<file path="config.mk">
export PLATFORM = sky130hd
export DESIGN_NAME = frame_fwd
export DESIGN_NICKNAME = d
export VERILOG_FILES = /design/src/hw/frame_fifo.v /design/src/hw/wake_match.v /design/src/hw/frame_fwd.v
export VERILOG_INCLUDE_DIRS = /design/src /design/src/include
export SDC_FILE = /design/constraint.sdc
export NUM_CORES = 1
export LEC_CHECK = 0
export BUFFER_PORTS_ARGS = -buffer_cell sky130_fd_sc_hd__buf_4
export CAP_MARGIN = 40
export CELL_PAD_IN_SITES_DETAIL_PLACEMENT = 0
export CELL_PAD_IN_SITES_GLOBAL_PLACEMENT = 1
export CORE_MARGIN = 2
export CORE_UTILIZATION = 42
export DETAILED_ROUTE_END_ITERATION = 10
export PLACE_DENSITY_LB_ADDON = 0.1
export SETUP_SLACK_MARGIN = 0.3
export SLEW_MARGIN = 20
export SYNTH_ARGS = -nofsm -noshare
export SYNTH_HDL_FRONTEND = slang
export SYNTH_SLANG_ARGS = --single-unit
export TNS_END_PERCENT = 10
</file>
<file path="constraint.sdc">
create_clock -name CLOCK -period 4.56 [get_ports CLOCK]
set_input_delay 0.456 -clock CLOCK [delete_from_list [all_inputs] [get_ports CLOCK]]
set_output_delay 0.456 -clock CLOCK [all_outputs]
set_load 0.005 [all_outputs]
</file>
<file path="src/include/frame_fwd_defs.vh">
// constants shared by the frame forwarding block and its helpers
// assumes byte-wide frame streams and 48-bit destination sidebands
`ifndef FRAME_FWD_DEFS_VH
`define FRAME_FWD_DEFS_VH

`define MAC_W 48
`define BYTE_W 8
`define GROUP_BIT 40
`define BCAST_MAC 48'hffffffffffff
`define HASH_W 6
`define TBL_W 64
`define FIFO_W 9
`define FIFO_DEPTH 8
`define FIFO_AW 3
`define PAT_W 32
`define PAT_LAST 9'h003
`define OFS_W 8
`define CNT_W 16
`define CNT_ONE 16'h0001

`endif

</file>
<file path="src/hw/frame_fifo.v">
// frame beat fifo with a registered output stage
// assumes the writer checks room2 one cycle ahead; push is also guarded
`timescale 1ns/100ps
`default_nettype none
module frame_fifo #(
  parameter WIDTH = 9,
  parameter DEPTH = 8,
  parameter AW = 3
) (
  input wire clk,
  input wire rst_n,
  input wire in_valid,
  input wire [WIDTH-1:0] in_data,
  output wire in_ready,
  output reg room2_q,
  output reg out_valid_q,
  output reg [WIDTH-1:0] out_data_q,
  input wire out_ready
);
  localparam [AW:0] FULL_CNT = DEPTH;
  localparam [AW:0] ROOM_CNT = DEPTH - 2;
  localparam [AW:0] ZERO_CNT = 0;
  localparam [AW:0] ONE_CNT = 1;

  reg [WIDTH-1:0] mem [0:DEPTH-1];
  reg [AW-1:0] wr_q;
  reg [AW-1:0] rd_q;
  reg [AW:0] cnt_q;
  reg [AW:0] cnt_d;
  wire push;
  wire pop;

  assign in_ready = (cnt_q != FULL_CNT);
  assign push = in_valid && in_ready;
  // refill the output stage whenever it is empty or being taken
  assign pop = (cnt_q != ZERO_CNT) && (!out_valid_q || out_ready);

  always @*
  begin
    cnt_d = cnt_q;
    if (push && !pop)
      cnt_d = cnt_q + ONE_CNT;
    else if (pop && !push)
      cnt_d = cnt_q - ONE_CNT;
  end

  always @(posedge clk)
  begin
    if (push)
      mem[wr_q] <= in_data;
  end

  always @(posedge clk)
  begin
    if (!rst_n)
    begin
      wr_q <= {AW{1'b0}};
      rd_q <= {AW{1'b0}};
      cnt_q <= ZERO_CNT;
      room2_q <= 1'b1;
      out_valid_q <= 1'b0;
      out_data_q <= {WIDTH{1'b0}};
    end
    else
    begin
      if (push)
        wr_q <= wr_q + 1'b1;
      if (pop)
      begin
        rd_q <= rd_q + 1'b1;
        out_data_q <= mem[rd_q];
      end
      out_valid_q <= pop || (out_valid_q && !out_ready);
      cnt_q <= cnt_d;
      room2_q <= (cnt_d <= ROOM_CNT);
    end
  end
endmodule
`default_nettype wire

</file>
<file path="src/hw/wake_match.v">
// masked 32-bit pattern match at a byte offset within a frame
// assumes one byte per beat and that first marks the frame's opening byte
`timescale 1ns/100ps
`default_nettype none
`include "frame_fwd_defs.vh"
module wake_match (
  input wire clk,
  input wire rst_n,
  input wire beat,
  input wire first,
  input wire for_host,
  input wire [`BYTE_W-1:0] data,
  input wire arm,
  input wire [`PAT_W-1:0] pattern,
  input wire [`PAT_W-1:0] mask,
  input wire [`OFS_W-1:0] offset,
  output reg hit_q
);
  reg [`OFS_W:0] idx_q;
  reg [`PAT_W-1:0] win_q;
  wire [`OFS_W:0] cur_idx;
  wire [`OFS_W:0] end_idx;
  wire [`PAT_W-1:0] win_now;

  assign cur_idx = first ? {(`OFS_W+1){1'b0}} : idx_q;
  assign end_idx = {1'b0, offset} + `PAT_LAST;
  assign win_now = {win_q[`PAT_W-`BYTE_W-1:0], data};

  always @(posedge clk)
  begin
    if (!rst_n)
    begin
      idx_q <= {(`OFS_W+1){1'b0}};
      win_q <= {`PAT_W{1'b0}};
      hit_q <= 1'b0;
    end
    else
    begin
      hit_q <= 1'b0;
      if (beat)
      begin
        win_q <= win_now;
        if (!(&cur_idx))
          idx_q <= cur_idx + 1'b1;
        if (arm && for_host && cur_idx == end_idx && (win_now & mask) == (pattern & mask))
          hit_q <= 1'b1;
      end
    end
  end
endmodule
`default_nettype wire

</file>
<file path="src/hw/frame_fwd.v">
// downstream and upstream frame forwarding between cable side and host side
// assumes all inputs are on CLOCK; destination and permit sidebands are valid with the first beat
`timescale 1ns/100ps
`default_nettype none
`include "frame_fwd_defs.vh"
// What this block does
// - Frames whose destination equals the host address go to the host fifo.
// - Broadcast frames go to the host fifo.
// - Multicast frames go to the host only if the operator table permits their group hash.
// - An optional host table further restricts multicast on top of the operator table.
// - Operator table inputs have no read-back path and the host ports cannot change them.
// - A masked pattern match in a host-bound frame while armed pulls the wake pin low.
// - Frames for the modem address never reach the host fifo.
// - Host frames marked outbound and permitted by the modem filter go to the network fifo.
// - Test and identification requests to the host get no reply from this block.
// - Those requests are forwarded to the host byte for byte like other host unicast.
// - Every stored address and compare is a full 48-bit value.
// - Forwarding is a plain transparent filter with no spanning tree handling.
// - The modem address and the host address are held as two separate values.
// - Unicast frames for any address other than host or modem are withheld.
// - Frames for the modem address are routed to the modem stack fifo.
module frame_fwd (
  input wire CLOCK,
  input wire RSTN,
  input wire [`MAC_W-1:0] MODEM_MAC,
  input wire [`MAC_W-1:0] HOST_MAC,
  input wire [`TBL_W-1:0] OPER_MCAST_TABLE,
  input wire HOST_MCAST_EN,
  input wire [`TBL_W-1:0] HOST_MCAST_TABLE,
  input wire DS_VALID,
  input wire DS_FIRST,
  input wire DS_LAST,
  input wire [`BYTE_W-1:0] DS_DATA,
  input wire [`MAC_W-1:0] DS_DST,
  output reg DS_READY,
  output wire HOST_VALID,
  output wire [`BYTE_W-1:0] HOST_DATA,
  output wire HOST_LAST,
  input wire HOST_READY,
  output wire MODEM_VALID,
  output wire [`BYTE_W-1:0] MODEM_DATA,
  output wire MODEM_LAST,
  input wire MODEM_READY,
  input wire US_VALID,
  input wire US_FIRST,
  input wire US_LAST,
  input wire [`BYTE_W-1:0] US_DATA,
  input wire US_OUTBOUND,
  input wire US_PERMIT,
  output reg US_READY,
  output wire NET_VALID,
  output wire [`BYTE_W-1:0] NET_DATA,
  output wire NET_LAST,
  input wire NET_READY,
  input wire WAKE_ARM,
  input wire [`PAT_W-1:0] WAKE_PATTERN,
  input wire [`PAT_W-1:0] WAKE_MASK,
  input wire [`OFS_W-1:0] WAKE_OFFSET,
  input wire PME_CLEAR,
  output reg PME_N_OUT,
  output reg PME_N_OE,
  output reg [`CNT_W-1:0] HOST_FRAMES,
  output reg [`CNT_W-1:0] MODEM_FRAMES,
  output reg [`CNT_W-1:0] DROP_FRAMES,
  output reg [`CNT_W-1:0] NET_FRAMES
);
  localparam [3:0] S_IDLE = 4'h1;
  localparam [3:0] S_HOST = 4'h2;
  localparam [3:0] S_MODEM = 4'h4;
  localparam [3:0] S_DROP = 4'h8;

  // fold a destination into a group table index
  function [`HASH_W-1:0] group_hash;
    input [`MAC_W-1:0] dst;
    integer i;
    begin
      group_hash = {`HASH_W{1'b0}};
      for (i = 0; i < `MAC_W / `HASH_W; i = i + 1)
        group_hash = group_hash ^ dst[i*`HASH_W +: `HASH_W];
    end
  endfunction

  // pick the route of a frame from its destination
  function [3:0] classify;
    input [`MAC_W-1:0] dst;
    input [`MAC_W-1:0] modem_mac;
    input [`MAC_W-1:0] host_mac;
    input [`TBL_W-1:0] oper_tbl;
    input host_en;
    input [`TBL_W-1:0] host_tbl;
    reg [`HASH_W-1:0] h;
    begin
      h = group_hash(dst);
      if (dst == modem_mac)
        classify = S_MODEM;
      else if (dst == `BCAST_MAC)
        classify = S_HOST;
      else if (dst[`GROUP_BIT])
      begin
        if (oper_tbl[h] && (!host_en || host_tbl[h]))
          classify = S_HOST;
        else
          classify = S_DROP;
      end
      else if (dst == host_mac)
        classify = S_HOST;
      else
        classify = S_DROP;
    end
  endfunction

  reg [3:0] state_q;
  reg [3:0] state_d;
  reg [3:0] route;
  reg us_fwd_q;
  reg us_route;
  reg pme_q;
  wire route_host;
  wire ds_beat;
  wire us_beat;
  wire host_push;
  wire modem_push;
  wire net_push;
  wire host_room;
  wire modem_room;
  wire net_room;
  wire wake_hit;

  assign ds_beat = DS_VALID && DS_READY;
  assign us_beat = US_VALID && US_READY;

  // no bridge protocol frames are treated specially
  always @*
  begin
    route = S_DROP;
    if (DS_FIRST)
      route = classify(DS_DST, MODEM_MAC, HOST_MAC, OPER_MCAST_TABLE,
                       HOST_MCAST_EN, HOST_MCAST_TABLE);
    else
      case (state_q)
        S_HOST: route = S_HOST;
        S_MODEM: route = S_MODEM;
        S_DROP: route = S_DROP;
        S_IDLE: route = S_DROP;
        default: route = S_DROP;
      endcase
  end

  always @*
  begin
    state_d = state_q;
    if (ds_beat)
      state_d = DS_LAST ? S_IDLE : route;
  end

  // one decode shared by the host fifo and the wake matcher
  assign route_host = (route == S_HOST);

  // no reply source exists; host bound bytes only pass through
  assign host_push = ds_beat && route_host;
  // modem bound bytes never enter the host fifo
  assign modem_push = ds_beat && (route == S_MODEM);

  // outbound permitted frames toward the network
  always @*
  begin
    us_route = us_fwd_q;
    if (US_FIRST)
      us_route = US_OUTBOUND && US_PERMIT;
  end

  assign net_push = us_beat && us_route;

  frame_fifo #(
    .WIDTH(`FIFO_W),
    .DEPTH(`FIFO_DEPTH),
    .AW(`FIFO_AW)
  ) host_fifo (
    .clk(CLOCK),
    .rst_n(RSTN),
    .in_valid(host_push),
    .in_data({DS_LAST, DS_DATA}),
    .in_ready(),
    .room2_q(host_room),
    .out_valid_q(HOST_VALID),
    .out_data_q({HOST_LAST, HOST_DATA}),
    .out_ready(HOST_READY)
  );

  frame_fifo #(
    .WIDTH(`FIFO_W),
    .DEPTH(`FIFO_DEPTH),
    .AW(`FIFO_AW)
  ) modem_fifo (
    .clk(CLOCK),
    .rst_n(RSTN),
    .in_valid(modem_push),
    .in_data({DS_LAST, DS_DATA}),
    .in_ready(),
    .room2_q(modem_room),
    .out_valid_q(MODEM_VALID),
    .out_data_q({MODEM_LAST, MODEM_DATA}),
    .out_ready(MODEM_READY)
  );

  frame_fifo #(
    .WIDTH(`FIFO_W),
    .DEPTH(`FIFO_DEPTH),
    .AW(`FIFO_AW)
  ) net_fifo (
    .clk(CLOCK),
    .rst_n(RSTN),
    .in_valid(net_push),
    .in_data({US_LAST, US_DATA}),
    .in_ready(),
    .room2_q(net_room),
    .out_valid_q(NET_VALID),
    .out_data_q({NET_LAST, NET_DATA}),
    .out_ready(NET_READY)
  );

  wake_match wake (
    .clk(CLOCK),
    .rst_n(RSTN),
    .beat(ds_beat),
    .first(DS_FIRST),
    .for_host(route_host),
    .data(DS_DATA),
    .arm(WAKE_ARM),
    .pattern(WAKE_PATTERN),
    .mask(WAKE_MASK),
    .offset(WAKE_OFFSET),
    .hit_q(wake_hit)
  );

  always @(posedge CLOCK)
  begin
    if (!RSTN)
    begin
      state_q <= S_IDLE;
      us_fwd_q <= 1'b0;
      DS_READY <= 1'b0;
      US_READY <= 1'b0;
    end
    else
    begin
      state_q <= state_d;
      if (us_beat)
        us_fwd_q <= US_LAST ? 1'b0 : us_route;
      // ready one cycle ahead, sized on two free slots
      DS_READY <= host_room && modem_room;
      US_READY <= net_room;
    end
  end

  // wake latch and open-drain pin; the pin lags the latch by one edge
  always @(posedge CLOCK)
  begin
    if (!RSTN)
    begin
      pme_q <= 1'b0;
      PME_N_OUT <= 1'b0;
      PME_N_OE <= 1'b0;
    end
    else
    begin
      if (wake_hit)
        pme_q <= 1'b1;
      else if (PME_CLEAR)
        pme_q <= 1'b0;
      // pin is only ever pulled low
      PME_N_OUT <= 1'b0;
      PME_N_OE <= pme_q;
    end
  end

  // frame counters, counted at the first accepted beat
  always @(posedge CLOCK)
  begin
    if (!RSTN)
    begin
      HOST_FRAMES <= {`CNT_W{1'b0}};
      MODEM_FRAMES <= {`CNT_W{1'b0}};
      DROP_FRAMES <= {`CNT_W{1'b0}};
      NET_FRAMES <= {`CNT_W{1'b0}};
    end
    else
    begin
      if (ds_beat && DS_FIRST)
        case (route)
          S_HOST: HOST_FRAMES <= HOST_FRAMES + `CNT_ONE;
          S_MODEM: MODEM_FRAMES <= MODEM_FRAMES + `CNT_ONE;
          S_DROP: DROP_FRAMES <= DROP_FRAMES + `CNT_ONE;
          default: DROP_FRAMES <= DROP_FRAMES;
        endcase
      if (net_push && US_FIRST)
        NET_FRAMES <= NET_FRAMES + `CNT_ONE;
    end
  end
endmodule
`default_nettype wire

</file>
Word level (Yosys, flattened, before mapping). Memory sizes are Yosys's and may differ from the RTL's. A register that Yosys moved wholly into a read port is not among the register bits. Cells that the tools add are included.

Eq/ne operators: 13. Multiplexer cells: 30. Bitwise operators: 10. Add/subtract/negate cells: 18. Magnitude comparators: 4. Reductions and logical operators: 61.

Operators by type and width (number): $eq A48 B48 Y1 (2); $add A16 B1 Y16 const B (4); $and A32 B32 Y32 (2); $mux W4 (13); $eq A48 B48 Y1 const B (1); $xor A6 B6 Y6 (7); $eq A32 B32 Y1 (1); $logic_and A1 B1 Y1 (28); $add A3 B1 Y3 const B (6); $logic_not A1 Y1 (16); $mux W1 (13); $add A4 B1 Y4 const B (3); $bmux W1 S6 (2); $le A4 B3 Y1 const B (3); $ne A4 B4 Y1 const B (3); $reduce_bool A4 Y1 (3); $sub A4 B1 Y4 const B (3); $reduce_and A2 Y1 (5); $add A8 B2 Y9 const B (1); $add A9 B1 Y9 const B (1); $eq A9 B9 Y1 (1); $mux W9 (1); $reduce_and A9 Y1 (1); $eq A4 B2 Y1 const B (2); other kinds (7) (14).

Bits of input ports: 376. Logic and storage cells: 167. Register bits: 143. Memories: 3. Bits in writable memories: 216. Output and inout port bits: 98.

Memory list: host_fifo.mem (depth 8, width 9, read ports 1, clocked after Yosys merged registers in 1, write ports 1, RTL line frame_fifo.v:25) `reg [WIDTH-1:0] mem [0:DEPTH-1];`; modem_fifo.mem (depth 8, width 9, read ports 1, clocked after Yosys merged registers in 1, write ports 1, RTL line frame_fifo.v:25); net_fifo.mem (depth 8, width 9, read ports 1, clocked after Yosys merged registers in 1, write ports 1, RTL line frame_fifo.v:25).

Depth between registers and ports, before layout. Gate-level depths: netlist of the first run.

Depth in word-level cells: 24. Gate-level depth with buffers: 16. Mapped depth without buffers: 13.

Hierarchy. Synthesis of the first run repeated with hierarchy kept, for this count alone.

Cell total of the unflattened synthesis: 1726. Area total of the unflattened synthesis: 19637.6 sq um.

By module, submodules not included: frame_fwd (instances 1, sequential area each 1461.4 sq um, area each 6162.2 sq um, cells an instance 831); frame_fifo (net_fifo) (instances 1, sequential area each 2582.5 sq um, area each 3792.4 sq um, cells an instance 222); frame_fifo (host_fifo) (instances 1, sequential area each 2582.5 sq um, area each 3757.4 sq um, cells an instance 218); frame_fifo (modem_fifo) (instances 1, sequential area each 2582.5 sq um, area each 3748.6 sq um, cells an instance 215); wake_match (instances 1, sequential area each 680.7 sq um, area each 2177.1 sq um, cells an instance 240).

Worst setup path after synthesis of the first run. OpenSTA, ideal clock, no wires.

Kind: in2reg. Start point: in DS_DST[36]. End point: mem host_fifo.mem[1][0] (enable). Buffers on the path: 2. Required time: 4171 ps. Arrival: 3799 ps. Cell stages on the path: 14. Path slack: 372 ps. Setup time: 389 ps. Path through: xnor2_1 -> xnor2_2 -> xnor2_4 -> buf_2 -> nand2_1 -> a32oi_1 -> nand4_1 -> a2111oi_0 -> nor2_1 -> a21oi_2 -> o21a_2 -> buf_6 -> and2_1 -> nor3b_1.

Word-level cells in the longest chain between the ends: 16. Elaborated cells between the ends (all ways): 22. Those cells by class: eq/ne (4); mux (12); bitwise (2); reduce/logical (4).

RTL lines: from (decl) (RTL line frame_fwd.v:34) `` input wire [`MAC_W-1:0] DS_DST, ``; $xor A6 B6 Y6 (2 in series) (RTL line frame_fwd.v:79) `` group_hash = group_hash ^ dst[i*`HASH_W +: `HASH_W]; ``; $bmux W1 S6 (RTL line frame_fwd.v:100) `if (oper_tbl[h] && (!host_en || host_tbl[h]))`; $mux W1 (implied by the code) (RTL line frame_fwd.v:100); $logic_or A1 B1 Y1 (RTL line frame_fwd.v:100); $logic_and A1 B1 Y1 (RTL line frame_fwd.v:100); $mux W4 (RTL line frame_fwd.v:100); $mux W4 (RTL line frame_fwd.v:98) `` else if (dst[`GROUP_BIT]) ``; $mux W4 (RTL line frame_fwd.v:96) `` else if (dst == `BCAST_MAC) ``; $mux W4 (*) (RTL line frame_fwd.v:94) `if (dst == modem_mac)`; $mux W4 (*) (RTL line frame_fwd.v:136) `if (DS_FIRST)`; $eq A4 B2 Y1 (*) (RTL line frame_fwd.v:157) `assign route_host = (route == S_HOST);`; $logic_and A1 B1 Y1 (*) (RTL line frame_fwd.v:160) `assign host_push = ds_beat && route_host;`; $logic_and A1 B1 Y1 (*) (RTL line frame_fifo.v:34) `assign push = in_valid && in_ready;`; $mux W1 (*) (RTL line frame_fifo.v:49) `if (push)`; $mux W1 (implied by the code) (*) (RTL line frame_fifo.v:50) `mem[wr_q] <= in_data;`; to (decl) (RTL line frame_fifo.v:25).

Mark *: on every way between the ends. The rest lies on a longest branch, timed or not. The select of a mux whose other input is x is not followed.

Final worst setup path of the first run.
Start point: in DS_DST[36]. End point: mem host_fifo.mem[4][7] (enable).

The elaborated chain is that of the path after synthesis.

==> results by group, run 1 <==
Yosys
  – Register area share after synthesis: 52.5%
  – Synthesized area per cell: roughly 11 um2
  – Distinct cells, synth: slightly below 70
  – Most used DFF post-synth: edfxtp_1
  – Post-Syn Area: roughly 19000 um2
  – EDFF count, synth: 216
  – Post-synth top area share: roughly 34%
  – Yosys warning total: 0
  – Synth Instances: approximately 1700
  – Async SR Flop Fraction: 0%
  – Synth top area cells: edfxtp_1 (34%), dfxtp_1 (18%), mux4_2 (6.5%), xnor2_1 (5.7%), xor2_1 (5.5%)
  – Syn_nets: 2074
  – Yosys reg bits: just under 400
  – Synth area leader: edfxtp_1

Clock network
  – # clock sinks: 386
  – H-tree lvl count: 2
  – Clock Latency Late Sink: about 0.55 ns
  – Clk slew on worst S/H paths: around 0.060 ns
  – Longest Clk Path Bufs: 3
  – CTS tree: done
  – Root buffer cell: clkbuf_16
  – # hold bufs at CTS: 0
  – Total CTS buffers: 40

Die
  – # rows: 77
  – Die area: 46500 um2
  – Die X: between 200 and 250 um
  – Core area: around 44000 um2
  – Initial core utilization: 42.6%
  – # IOs: 474
  – Chip height: 216 um

Flow run
  – Max Cap Violations: 0

Global routing
  – First-pass GRT wire length: 92600 um
  – Vias in the first global route: roughly 15000
  – Overflow after GRT: 0
  – GRT Util Overall: 26.0%
  – Initial antenna violation count: 8
  – Largest net degree at the start of global routing: 68

Worst setup path
  – CP Class: primary input to flop
  – Critical Path AT: 4.27 ns
  – Required @ worst endpoint: 4.82 ns
  – Setup crit end kind: flop
  – Worst R2R Setup Slack: 1.75 ns
  – Crit Path Max Fanout: 42
  – Cell depth of the worst flop-to-flop path: 12
  – Critical Path Start Type: primary input

Power and ir drop
  – Pwr dens: 440 nW/um2
  – Clock power share: between 30% and 40%
  – Sw Ratio: a little under a third
  – Logic pwr share: 30.8%
  – Internal power: 7.54 mW
  – Peak VDD IR: just over 300 uV
  – Sw Pwr: between 3 and 4 mW
  – Leak: 9.42 nW
  – Reg power frac: 37.8%

Route
  – Drt initial violations: ~1000
  – Via/cell ratio: 5.31
  – Drt first pass iters: 5
  – Residual DRC count: 0
  – Wire per inst: 21.8 um
  – Detailed Route WL: about 62000 um
  – DR vias: 14900
  – Antenna Nets Post-Route: 0

Final layout
  – Fraction of layout cells with a size suffix above 1: 30.8%
  – Nets@finish: 2578
  – Non-Filler Instances: about 2800
  – Cell area after layout: 24800 um2
  – Layout area overhead: 31.7%
  – Fillers: 3847

Timing
  – Final Critical Period: roughly 4.0 ns
  – Final hold vios: 0
  – Layout Skew: roughly 0.028 ns
  – Setup TNS: 0 ns
  – Final Max Slew Viols: 0
  – Final setup violation count: 0
  – RSZ-0062 raised after global routing: no
  – Tcrit/Tclk final: 87.9%
  – Fin Hold WS: about 0.14 ns
  – Fmax: 250 MHz
  – Worst-Margin Slew: 0.732 ns
  – Post-route worst setup slack: 0.553 ns
  – Slew headroom: 51.0%

Placed design
  – Input/output buffers: 472
  – Dpl hpwl: 47100 um
  – Placement Setup Slack: -0.262 ns
  – Placed cell areas: 23300 um2
  – Placed cell count: 2729
  – RePlAce Congestion: 0.999

Worst hold path
  – Worst hold path depth: 1
  – Worst hold path type: primary input to flop

Run status
  – Outcome: complete, no violations
## cell usage after synthesis, types with 18 or more instances
cell type  instances
o21ai_0           18
nand4_1           48
dfxtp_1          170
mux2i_1           57
nor4_1            28
nand2_1          221
edfxtp_1         216
mux4_2            54
and3_1            18
xnor2_1          123
nor3_1            22
nand3_1           69
a211oi_1          31
clkbuf_1          47
a21oi_1           57
nor2_1           134
nand2b_1          23
inv_1             28
ha_1              19
xor2_1           118
## worst max-delay path, stage by stage
cell,delay (ns)
buf_4,0.12
xnor2_1,0.16
xnor2_2,0.36
buf_4,0.21
xor2_4,0.27
buf_12,0.25
nand2_1,0.11
a32oi_1,0.33
nand4_1,0.17
a2111oi_2,0.53
nor4_4,0.13
a21oi_2,0.20
o21a_2,0.18
buf_4,0.15
nand2b_1,0.14
nor3b_1,0.24
buf_4,0.22
## through the flow
step           utilization [%]  power [mW]
5_1_grt                   56.1        11.5
3_5_place_dp              52.7        7.51
3_3_place_gp              52.5        7.44
6_report                  56.1        10.9
4_1_cts                   55.9        11.0
2_1_floorplan                -        6.24
## layout make-up
class                           count  area, um2  area share, %
Tap cell                          592        741           2.99
Antenna cell                        8       20.0         0.0807
Inverter                           28        108          0.434
Sequential cell                   386       9890           39.9
Timing Repair Buffer              533       4100           16.5
Clock buffer                       51       1120           4.54
Clock inverter                     23        279           1.13
Multi-Input combinational cell   1194       8540           34.4
## path summary, 6_finish.rpt
kind	from	to
worst max-delay path	DS_DST[36]	host_fifo.mem[4][7]
worst min-delay path	US_DATA[3]	net_fifo.mem[1][3]
worst max register to register	wake.idx_q[1]	wake.idx_q[7]
worst min register to register	pme_q	PME_N_OE
## kinds of logic (layout without fill, tap and decap cells)
group	Yosys count	in the layout	synth area share, %
flip-flops	386	386	52.5
other	1	9	0.0199
adder cells (fa/ha/maj)	20	20	1.32
XOR/XNOR	244	244	11.5
AO/OA/AOI/OAI	189	189	6.79
AND/OR/NAND/NOR	629	629	16.0
multiplexers	111	111	9.49
buffers and inverters	99	635	2.28
## sequential cells by signal (all words and copies together) (netlist names), 4 cells and up
register               count
wake.idx_q                 9
host_fifo.cnt_q            4
modem_fifo.cnt_q           4
state_q                    4
MODEM_FRAMES              16
net_fifo.out_data_q        9
wake.win_q                24
host_fifo.mem             72
modem_fifo.mem            72
modem_fifo.out_data_q      9
net_fifo.mem              72
net_fifo.cnt_q             4
NET_FRAMES                16
HOST_FRAMES               16
DROP_FRAMES               16
host_fifo.out_data_q       9
## placed cells by master, fill, tap and decap left out, types with 27 or more instances in the layout
cell type,Yosys,layout
mux4_2,54,54
nand3_1,69,69
clkbuf_16,0,42
a211oi_1,31,31
nor2_1,134,134
nor4_1,28,28
xnor2_1,123,123
nand4_1,48,48
mux2i_1,57,57
buf_4,4,526
xor2_1,118,117
dfxtp_1,170,170
inv_1,28,27
edfxtp_1,216,216
nand2_1,221,221
a21oi_1,57,56
## power groups by stage
stage	clock, mW	sequential, mW	combinational, mW
floorplan	0	4.12	2.12
global placement	0	4.25	3.18
detailed placement	0	4.20	3.31
CTS	3.51	4.13	3.33
global route	3.64	4.16	3.66
finish	3.43	4.12	3.35
## layer usage
metal  vias up  global-route usage [%]  part of all wire [%]
met3       108                    4.28                   5.6
met4         0                    10.3                   3.9
met1      7211                    32.5                    41
li1       7099                       -                     -
met5         -                       0                     0
met2       531                    45.0                    49
## timing repair
item                       4_1_cts  5_1_grt
buffers inserted                 0        2
setup endpoints to repair        0       31
gates resized for setup          0        1
Power figures use the tool's default switching activity.
==> run 2: changes to the inputs <==
RECOVER_POWER = 25   (was default)
==> run 2 against run 1 <==
Effect of this change:
- first-iteration DRC count rose by 7.3%
- cell count did not move
- routed wire length fell by 0.16%
- sequential share of layout area rose by 0.10 points
- clock skew rose by 0.00053 ns
- combinational power barely moved
- largest cell class unchanged
==> results by group, run 2 (synthesis gave the netlist of run 1 again) <==
Die
  – Core area: 44200 um2 (unchanged)
  – # IOs: 474 (unchanged)
  – # rows: 77 (unchanged)
  – Die X: 216 um (unchanged)
  – Initial core utilization: 42.6% (unchanged)
  – Chip height: 216 um (unchanged)
  – Die area: 46500 um2 (unchanged)

Timing
  – Final Max Slew Viols: 0 (unchanged)
  – Setup TNS: 0 ns (unchanged)
  – Layout Skew: 0.0281 ns (was 0.0276 ns)
  – Slew headroom: 31.2% (was 51.0%)
  – Final hold vios: 0 (unchanged)
  – Worst-Margin Slew: 1.03 ns (was 0.732 ns)
  – RSZ-0062 raised after global routing: no (unchanged)
  – Final setup violation count: 0 (unchanged)
  – Tcrit/Tclk final: 88.1% (was 87.9%)
  – Fmax: 249 MHz (was 250 MHz)
  – Final Critical Period: 4.02 ns (was 4.01 ns)

Power and ir drop
  – Pwr dens: 441 nW/um2 (was 440 nW/um2)
  – Leak: 9.36 nW (was 9.42 nW)
  – Post-layout power: 10.9 mW (about the same)
  – Peak VDD IR: 310 uV (was 309 uV)

Clock network
  – Clk slew on worst S/H paths: 0.06 ns (about the same)
  – Root buffer cell: clkbuf_16 (unchanged)
  – CTS tree: done (unchanged)
  – # clock sinks: 386 (unchanged)
  – Longest Clk Path Bufs: 3 (unchanged)
  – Total CTS buffers: 40 (unchanged)
  – Clock Latency Late Sink: 0.55 ns (about the same)
  – H-tree lvl count: 2 (unchanged)

Placed design
  – RePlAce Congestion: 0.999 (unchanged)
  – Placed cell count: 2729 (unchanged)
  – Dpl hpwl: 47100 um (unchanged)
  – Input/output buffers: 472 (unchanged)

Final layout
  – Commonest cells after routing, fill and taps aside: buf_4 (509), nand2_1 (221), edfxtp_1 (216) (was buf_4 (526), nand2_1 (221), edfxtp_1 (216))
  – Fillers: 3864 (was 3847)
  – Nets@finish: 2578 (unchanged)
  – Fraction of layout cells with a size suffix above 1: 30.0% (was 30.8%)
  – Biggest regs: host_fifo.mem: 72 flops, modem_fifo.mem: 72 flops, net_fifo.mem: 72 flops (unchanged)
  – Finished Core Util: 55.9% (was 56.1%)
  – Most common cell after layout, fill and taps aside: buf_4 (unchanged)
  – Layout area overhead: 31.4% (was 31.7%)
  – Non-Filler Instances: 2815 (unchanged)

Worst setup path
  – Crit Path Max Fanout: 42 (unchanged)
  – CP Class: primary input to flop (unchanged)
  – Critical Path Start Type: primary input (unchanged)
  – Required @ worst endpoint: 4.82 ns (about the same)
  – Setup crit end kind: flop (unchanged)
  – Critical Path AT: 4.28 ns (was 4.27 ns)

Route
  – Antenna Nets Post-Route: 0 (unchanged)
  – Detailed Route WL: 61400 um (was 61500 um)
  – Via/cell ratio: 5.31 (about the same)
  – Wire per inst: 21.8 um (about the same)
  – Drt first pass iters: 5 (unchanged)
  – Residual DRC count: 0 (unchanged)
  – DR vias: 14900 (about the same)
  – Drt initial violations: 1113 (was 1037)

Global routing
  – Initial antenna violation count: 8 (unchanged)
  – GRT Util Overall: 26.0% (unchanged)
  – First-pass GRT wire length: 92600 um (unchanged)
  – Largest net degree at the start of global routing: 68 (unchanged)
  – Vias in the first global route: 15300 (unchanged)
  – Overflow after GRT: 0 (unchanged)

Worst hold path
  – Worst hold path type: primary input to flop (unchanged)

Flow run
  – Max Cap Violations: 0 (unchanged)

Run status
  – Outcome: complete, no violations (unchanged)
-- run 2: what timing repair did --
item | in CTS | in global routing
hold buffers | 0 | 0
hold endpoints to repair | 0 | 0
setup endpoints to repair | 0 | 31
buffers inserted | 0 | 2
resized for setup | 0 | 1
-- run 2: per-stage QoR --
step	hold slack [ns]	cell area, um2	worst slack [ns]
after floorplan	0.412	18800	0.372
after global placement	0.431	23200	-0.144
after detailed placement	0.440	23300	-0.262
after CTS	0.123	24700	0.318
after global routing	0.229	24700	0.301
final	0.215	24700	0.543
-- run 2: power by group --
| part | total [mW] | leakage, nW | internal [mW] | switching, mW |
|---|---|---|---|---|
| clock network | 3.43 | 0.683 | 2.04 | 1.38 |
| logic | 3.35 | 5.35 | 1.59 | 1.76 |
| registers | 4.13 | 3.32 | 3.91 | 0.219 |
-- run 2: worst paths after layout --
path	slack, ns	depth (start not counted)	start	endpoint
hold reg to reg	0.46	2	wake.hit_q	pme_q
setup / recovery	0.54	17	DS_DST[36]	host_fifo.mem[4][6]
setup reg to reg	1.74	12	wake.idx_q[0]	wake.idx_q[7]
hold / removal	0.22	4	MODEM_READY	modem_fifo.out_valid_q
-- run 2: cell type report --
type                       instances  area, um2  share of cell area, %
clock buffer                      51       1120                   4.55
timing repair buffer             533       4030                   16.3
antenna                            8       20.0                 0.0809
clock inverter                    23        279                   1.13
multi-input combinational       1194       8540                   34.5
tap                              592        741                   2.99
sequential                       386       9890                   40.0
inverter                          28        108                  0.435
-- run 2: per-layer routing --
layer,share of wire (%),global-route usage [%]
met2,50,45.0
met4,3.7,10.3
met1,41,32.5
met5,0,0
met3,5.6,4.28
-- run 2: worst max-delay path: stages --
cell	delay [ns]
buf_4	0.12
xnor2_1	0.16
xnor2_2	0.36
buf_4	0.21
xor2_4	0.27
buf_12	0.25
nand2_1	0.11
a32oi_1	0.34
nand4_1	0.17
a2111oi_2	0.53
nor4_4	0.13
a21oi_2	0.20
o21a_2	0.18
buf_4	0.15
nand2b_1	0.14
nor3b_1	0.23
buf_4	0.23
